$ cat src/verilog/asr_pkg.sv
// Purpose: Shared constants for the serial readout and power control block
// Assumes: Serial clock and select are sampled on mclk
// Notes:   Edge counts are serial clock falling edges since select fell
package asr_pkg;
  localparam int RES_BITS        = 16;
  localparam int LEAD_ZEROS      = 4;
  localparam int FRAME_BITS      = 24;
  localparam int CNT_W           = 5;
  localparam logic [CNT_W-1:0] TRACK_EDGE = 5'h11;
  localparam logic [CNT_W-1:0] LAST_EDGE  = 5'h18;
  localparam logic [CNT_W-1:0] PD_LO_EDGE = 5'h02;
  localparam logic [CNT_W-1:0] PD_HI_EDGE = 5'h0a;
  localparam logic [CNT_W-1:0] CONV_EDGE  = 5'h14;
  localparam logic [CNT_W-1:0] WAKE_EDGE  = 5'h10;
  localparam int FIFO_DEPTH      = 16;
  localparam logic [CNT_W-1:0] CNT_RST = 5'h00;
  typedef enum {ST_IDLE, ST_CONV, ST_DONE} asr_state_t;
endpackage

$ cat src/verilog/asr_fifo_if.sv
// Purpose: Stream carrier between the readout core and the sample FIFO
// Assumes: One clock domain, mclk
// Notes:   valid/ready handshake, a word moves when both are high
`timescale 1ns/1ps
interface asr_fifo_if #(parameter int W = 16);
  logic         valid;
  logic         ready;
  logic [W-1:0] data;
  modport src  (output valid, output data, input ready);
  modport sink (input valid, input data, output ready);
endinterface

$ cat src/verilog/asr_readout.sv
// Purpose: Serial conversion readout and select-driven power control
// Assumes: Serial clock well below mclk/4; both pins synchronised here
// Notes:   Converter results arrive as a stream through a 16-word FIFO
`timescale 1ns/1ps
module asr_readout
  import asr_pkg::*;
#(
  parameter int RES_W = 16
) (
  // Clock and reset
  input  wire logic             mclk,
  input  wire logic             resetn,
  // Serial link pins
  input  wire logic             sclk_pin,
  input  wire logic             sel_n_pin,
  output logic                  serial_out_line,
  output logic                  serial_out_line_oe,
  // Converter side
  input  wire logic [RES_W-1:0] conv_data,
  input  wire logic             conv_valid,
  output logic                  conv_ready,
  output logic                  conv_start,
  output logic                  conv_abort,
  // Analog control and FIFO overflow flag
  output logic                  hold,
  output logic                  power_down,
  output logic                  fifo_overflow
);
  asr_fifo_if #(.W(RES_W)) fin ();
  asr_fifo_if #(.W(RES_W)) fout ();
  localparam int LVL_W = $clog2(FIFO_DEPTH) + 1;

  logic [2:0]       sclk_sync_reg;
  logic [2:0]       sel_sync_reg;
  logic [CNT_W-1:0] cnt_reg;
  logic [RES_W-1:0] shift_reg;
  logic             sout_reg;
  logic             oe_reg;
  logic             hold_reg;
  logic             pd_reg;
  logic             waking_reg;
  logic             start_reg;
  logic             abort_reg;
  logic             ovf_reg;
  asr_state_t       st_reg;
  logic [LVL_W-1:0] lvl_reg;

  // Edges of a synchronised pin, read from its settled stages only
  function automatic logic edge_fall(input logic [2:0] s);
    return s[2] & ~s[1];
  endfunction

  function automatic logic edge_rise(input logic [2:0] s);
    return ~s[2] & s[1];
  endfunction

  // Stage 0 feeds only stage 1; edges use stages 1 and 2
  wire sclk_fall = edge_fall(sclk_sync_reg);
  wire sclk_rise = edge_rise(sclk_sync_reg);
  wire sel_fall  = edge_fall(sel_sync_reg);
  wire sel_rise  = edge_rise(sel_sync_reg);
  wire active    = (st_reg != ST_IDLE);
  wire [CNT_W-1:0] cnt_inc = cnt_reg + 5'h01;
  wire end_frame = active && sclk_fall && (cnt_inc == LAST_EDGE);
  wire pd_win    = (cnt_reg >= PD_LO_EDGE) && (cnt_reg < PD_HI_EDGE);
  wire data_edge = (cnt_inc >= 5'(LEAD_ZEROS)) && (cnt_inc < 5'(LEAD_ZEROS + RES_BITS));
  wire load_edge = (cnt_inc == 5'(LEAD_ZEROS - 1));

  // Result words flow through the FIFO; the core only pops at the data point
  assign fin.valid  = conv_valid && conv_ready;
  assign fin.data   = conv_data;
  assign fout.ready = active && sclk_fall && load_edge;

  // Own fill count lets conv_ready leave a flop and still match the FIFO's full flag
  wire             push     = fin.valid && fin.ready;
  wire             pop      = fout.ready && fout.valid;
  wire [LVL_W-1:0] lvl_next = lvl_reg + LVL_W'(push) - LVL_W'(pop);
  wire             rdy_next = (lvl_next != LVL_W'(FIFO_DEPTH));

  asr_fifo #(.W(RES_W), .DEPTH(FIFO_DEPTH)) u_fifo (
    .mclk   (mclk),
    .resetn (resetn),
    .wr     (fin),
    .rd     (fout)
  );

  always_ff @(posedge mclk or negedge resetn) begin
    if (!resetn) begin
      // Idle levels, so leaving reset shows no false edge
      sclk_sync_reg <= 3'h7;
      sel_sync_reg  <= 3'h7;
    end else begin
      sclk_sync_reg <= {sclk_sync_reg[1:0], sclk_pin};
      sel_sync_reg  <= {sel_sync_reg[1:0], sel_n_pin};
    end
  end

  always_ff @(posedge mclk or negedge resetn) begin
    if (!resetn) begin
      lvl_reg <= '0;
    end else begin
      lvl_reg <= lvl_next;
    end
  end

  always_ff @(posedge mclk or negedge resetn) begin
    if (!resetn) begin
      st_reg     <= ST_IDLE;
      cnt_reg    <= CNT_RST;
      shift_reg  <= '0;
      sout_reg   <= 1'b0;
      oe_reg     <= 1'b0;
      hold_reg   <= 1'b0;
      pd_reg     <= 1'b0;
      waking_reg <= 1'b0;
      start_reg  <= 1'b0;
      abort_reg  <= 1'b0;
      ovf_reg    <= 1'b0;
    end else begin
      start_reg <= 1'b0;
      abort_reg <= 1'b0;
      ovf_reg   <= conv_valid && !conv_ready;
      case (st_reg)
        ST_IDLE: begin
          if (sel_fall) begin
            st_reg     <= ST_CONV;
            cnt_reg    <= CNT_RST;
            hold_reg   <= 1'b1;
            // A wake frame is a dummy; no conversion starts while down
            start_reg  <= ~pd_reg;
            oe_reg     <= 1'b1;
            sout_reg   <= 1'b0;
            waking_reg <= pd_reg;
          end
        end
        ST_CONV, ST_DONE: begin
          if (sel_rise) begin
            st_reg    <= ST_IDLE;
            oe_reg    <= 1'b0;
            hold_reg  <= 1'b0;
            // A rise after the last data bit is a normal end, not an abort
            abort_reg <= (cnt_reg < CONV_EDGE);
            // Early glitch keeps mode; a wake attempt ended before PD_HI_EDGE stays down, a later one wakes
            if (waking_reg) begin
              pd_reg <= (cnt_reg < PD_HI_EDGE);
            end else if (pd_win) begin
              pd_reg <= 1'b1;
            end
          end else begin
            if (sclk_fall) begin
              // Count wraps after 32 clocks; the line is released long before
              cnt_reg <= cnt_inc;
              if (load_edge) begin
                shift_reg <= fout.valid ? fout.data : '0;
                sout_reg  <= 1'b0;
              end else if (data_edge) begin
                sout_reg  <= shift_reg[RES_W-1];
                shift_reg <= {shift_reg[RES_W-2:0], 1'b0};
              end else begin
                sout_reg  <= 1'b0;
              end
              if (waking_reg && cnt_inc == WAKE_EDGE) begin
                pd_reg     <= 1'b0;
                waking_reg <= 1'b0;
              end
              if (end_frame) begin
                oe_reg <= 1'b0;
                st_reg <= ST_DONE;
              end
            end
            if (sclk_rise && cnt_reg >= TRACK_EDGE) begin
              hold_reg <= 1'b0;
            end
          end
        end
        default: st_reg <= ST_IDLE;
      endcase
    end
  end

  // Every top output leaves a flop, so pins see no decode glitches
  always_ff @(posedge mclk or negedge resetn) begin
    if (!resetn) begin
      serial_out_line    <= 1'b0;
      serial_out_line_oe <= 1'b0;
      conv_ready         <= 1'b0;
      hold               <= 1'b0;
      power_down         <= 1'b0;
      conv_start         <= 1'b0;
      conv_abort         <= 1'b0;
      fifo_overflow      <= 1'b0;
    end else begin
      serial_out_line    <= sout_reg;
      conv_ready         <= rdy_next;
      serial_out_line_oe <= oe_reg;
      hold               <= hold_reg;
      power_down         <= pd_reg;
      conv_start         <= start_reg;
      conv_abort         <= abort_reg;
      fifo_overflow      <= ovf_reg;
    end
  end
endmodule

$ cat src/verilog/asr_fifo.sv
// Purpose: Sample FIFO between converter core and readout shifter
// Assumes: DEPTH is a power of two
// Notes:   Full holds off the writer; empty holds off the reader
`timescale 1ns/1ps
module asr_fifo #(
  parameter int W     = 16,
  parameter int DEPTH = 16
) (
  // Clock and reset
  input  wire logic mclk,
  input  wire logic resetn,
  // Write side
  asr_fifo_if.sink  wr,
  // Read side
  asr_fifo_if.src   rd
);
  localparam int AW = $clog2(DEPTH);
  logic [W-1:0] mem [DEPTH];
  logic [AW:0]  wp_reg;
  logic [AW:0]  rp_reg;
  wire          full  = (wp_reg[AW] != rp_reg[AW]) && (wp_reg[AW-1:0] == rp_reg[AW-1:0]);
  wire          empty = (wp_reg == rp_reg);
  wire          do_wr = wr.valid && !full;
  wire          do_rd = rd.ready && !empty;
  assign wr.ready = !full;
  assign rd.valid = !empty;
  assign rd.data  = mem[rp_reg[AW-1:0]];
  always_ff @(posedge mclk) begin
    if (do_wr) begin
      mem[wp_reg[AW-1:0]] <= wr.data;
    end
  end
  always_ff @(posedge mclk or negedge resetn) begin
    if (!resetn) begin
      wp_reg <= '0;
      rp_reg <= '0;
    end else begin
      wp_reg <= wp_reg + (AW+1)'(do_wr);
      rp_reg <= rp_reg + (AW+1)'(do_rd);
    end
  end
endmodule

$ cat config.mk
export PLATFORM = sky130hd
export DESIGN_NAME = asr_readout
export DESIGN_NICKNAME = d
export VERILOG_FILES = /design/src/verilog/asr_pkg.sv /design/src/verilog/asr_fifo_if.sv /design/src/verilog/asr_readout.sv /design/src/verilog/asr_fifo.sv
export SDC_FILE = /design/constraint.sdc
export NUM_CORES = 1
export LEC_CHECK = 0
export ABC_AREA = 1
export BUFFER_PORTS_ARGS = -buffer_cell sky130_fd_sc_hd__buf_4
export CAP_MARGIN = 10
export CORE_AREA = 2 2 166 135
export CTS_CLUSTER_DIAMETER = 150
export DETAILED_ROUTE_END_ITERATION = 16
export DIE_AREA = 0 0 168 137
export GPL_TIMING_DRIVEN = 0
export HOLD_SLACK_MARGIN = 0.1
export PLACE_DENSITY = 0.83
export SLEW_MARGIN = 20
export SYNTH_ARGS = -nofsm -noshare
export SYNTH_HDL_FRONTEND = slang
export SYNTH_SLANG_ARGS = --single-unit
$ cat constraint.sdc
create_clock -name mclk -period 8.6 [get_ports mclk]
set_input_delay 0.86 -clock mclk [delete_from_list [all_inputs] [get_ports mclk]]
set_output_delay 0.86 -clock mclk [all_outputs]
set_load 0.01 [all_outputs]
==> impl_metrics.csv <==
group,metric,value,unit
drt,firstDrtPassIters,5,
power,switching_power,1.53,mW
synth,syn_area,14100,sq um
floorplanning,num_rows,48,
floorplanning,fp.coreArea,21300,sq um
setup_path,arrival,4.23,ns
clock_network,cts_hold_buffers,0,
timing,rsz0062_at_grt,"no",
setup_path,r2r_slack,4.82,ns
clock_network,clk_latency,0.57,ns
power,switching_share,0.337,
setup_path,r2r-end,"conv_ready",
timing,setup_viol,0,
clock_network,postCtsSetupBuffers,0,
clock_network,cts_resized,0,
power,power,4.54,mW
global_route,antenna_found_initial,0,
drt,drcViolationCount,0,
timing,slew_headroom,0.360,
global_route,grt_max_degree,61,
floorplanning,initial_core_util,0.662,
power,ir_worst_vdd,0.230,mV
layout,antenna_cells,0,
setup_path,endpoint,"conv_ready",
timing,drv_slew,0,
placed_design,portBuffers,28,
setup_path,r2r_start,"cnt_reg[0]",
setup_path,endpoint_kind,"flop",
power,p_int,3.01,mW
floorplanning,dieArea,23000,sq um
timing,max_slew.worst_pin.slew,0.959,ns
setup_path,cp_max_fo,10,
drt,vias,10400,
layout,layout-drive-gt1-share,0.112,
synth,netlist_instances,1446,
timing,timing.final.crit_period,3.78,ns
timing,fin_crit_sh,0.440,
layout,fill_cells,1303,
layout,largest_register_ffs,256,
clock_network,clkTransAtPathRegs,0.06,ns
clock_network,clk_path_buf_depth,3,
clock_network,h-tree-depth,1,
setup_path,r2r_cells,14,
floorplanning,dieWidth,168,um
synth,synth_cell_types,36,
drt,vias_per_cell,5.72,
global_route,grt_pass1_wl,54400,um
power,powerDensity,287,nW/um^2
global_route,grt_overflow_total,0,
floorplanning,io_pins,29,
synth,seq_area_frac_synth,0.652,
layout,fin_nets,1557,
status,status,"finished, final reports clean",
clock_network,clockRootBuffer,"clkbuf_16",
clock_network,cts.sinks,316,
clock_network,cts_tree,"built",
timing,hold_viol_final,0,
power,p_seq_frac,0.439,
power,clock_power_share,0.287,
setup_path,crit_path_start,"cnt_reg[0]",
synth,ys_warn_count,0,
setup_path,start_kind,"flop",
setup_path,required,9.05,ns
global_route,grtUsageTotal,0.318,
layout,final_util,0.743,
power,p_comb_frac,0.274,
timing,skew,0.0247,ns
drt,drtIter0Drc,1545,
drt,ant_nets,0,
power,p_leak,7.32,nW
min_path,hold_class,"flop to flop",
synth,ys_ff_latch,316,
timing,max_freq,264,MHz
drt,post_drt_wl_per_cell,19.7,um
placed_design,post-dp-hpwl,23500,um
synth,synth_nets,1484,
layout,area_delta_synth_final,12.2,%
synth,syn_area_per_cell,9.76,sq um
global_route,grt_pass1_vias,10100,
layout,area.sequential,9200,sq um
placed_design,gp_congestion,0.934,
job,drv_cap,0,
layout,multi_input_area,3660,sq um
clock_network,cts_buffers,30,
setup_path,crit_type,"flop to flop",
drt,routed_wirelength,35800,um
timing,tns,0,ns
floorplanning,fp.dieH,137,um
Yosys cell counts (all sizes together):
cell,n,area share
clkinv,1,0.00027
buf,49,0.019
o21ai,13,0.0046
xnor2,3,0.0032
nor4,1,0.00044
a21oi,3,0.0011
xor2,9,0.0056
nand3b,2,0.0011
dfrtp,54,0.096
fa,1,0.0014
inv,268,0.071
edfxtp,256,0.54
a31oi,2,0.00089
ha,16,0.014
dfstp,6,0.011
nand3,169,0.060
o22ai,4,0.0018
nand4,7,0.0042
nor2,54,0.017
nor3,4,0.0018
nand2,520,0.14
clkbuf,4,0.0011
layout by cell type (no fill, tap or decap), drive strengths merged, types with 2 or more instances in the layout:
cell type / Yosys / final
clkbuf: 4 / 46
nor3: 4 / 4
bufinv: 0 / 3
o21ai: 13 / 13
a21oi: 3 / 3
o22ai: 4 / 4
nand3b: 2 / 2
clkinv: 1 / 12
nand2: 520 / 520
ha: 16 / 16
nand3: 169 / 169
inv: 268 / 268
a31oi: 2 / 2
edfxtp: 256 / 256
xnor2: 3 / 3
buf: 49 / 90
dfrtp: 54 / 54
nand4: 7 / 7
xor2: 9 / 9
dfstp: 6 / 6
nor2: 54 / 54
logic make-up (layout without fill, tap and decap cells):
group / after synthesis / in the layout / synth area share
AND/OR/NAND/NOR: 757 / 757 / 0.224
AO/OA/AOI/OAI: 22 / 22 / 0.00833
adder cells (fa/ha/maj): 17 / 17 / 0.0156
flip-flops: 316 / 316 / 0.652
buffers and inverters: 322 / 419 / 0.0919
XOR/XNOR: 12 / 12 / 0.00878
how the worst min path moves through the flow:
stage,end,slack [ns],depth (start not counted),from
after floorplan,conv_abort,0.33,0,abort_reg
after global placement,fifo_overflow,0.33,0,ovf_reg
after detailed placement,fifo_overflow,0.34,0,ovf_reg
after CTS,conv_abort,0.35,0,abort_reg
after global routing,conv_abort,0.35,0,abort_reg
final,conv_abort,0.35,0,abort_reg
routing by layer:
metal,GRT usage,up-vias,part of all wire
li1,-,4707,-
met1,0.425,4857,0.38
met2,0.506,707,0.45
met3,0.0804,124,0.13
met4,0.131,0,0.044
met5,0,-,0
area by class of cell:
| cell class | count | area share |
|---|---|---|
| clock inverter | 14 | 0.00956 |
| timing repair buffer | 41 | 0.0232 |
| inverter | 269 | 0.0639 |
| buffer | 53 | 0.0180 |
| tap | 275 | 0.0217 |
| multi-input combinational | 808 | 0.231 |
| sequential | 316 | 0.581 |
| clock buffer | 42 | 0.0515 |
worst max-delay path: stages, from the launching register on:
cell	delay, ns
dfrtp_1	0.46
ha_1	0.32
xnor2_4	0.31
nand4_4	0.23
buf_2	0.25
nor3_1	0.59
ha_1	0.24
inv_1	0.04
ha_1	0.21
fa_1	0.41
nand2_1	0.08
nand2_1	0.05
a21oi_1	0.18
xor2_1	0.21
nand2_1	0.07
power by group through the flow:
stage	clock network (mW)	logic (mW)	registers (mW)
after floorplan	0	0.783	2.00
after global placement	0	1.10	2.01
after detailed placement	0	1.19	2.02
after CTS	1.30	1.22	1.99
after global routing	1.36	1.36	2.01
final	1.30	1.25	2.00
stage by stage:
stage               setup WS (ns)  hold slack [ns]  instance area (sq um)  std cells
floorplan                    5.65            0.331                  14100       1446
global placement             4.96            0.333                  14700       1749
detailed placement           4.89            0.336                  14900       1762
CTS                          4.87            0.352                  15800       1818
global route                 4.63            0.353                  15800       1818
finish                       4.82            0.350                  15800       1818
Power figures use the tool's default switching activity.
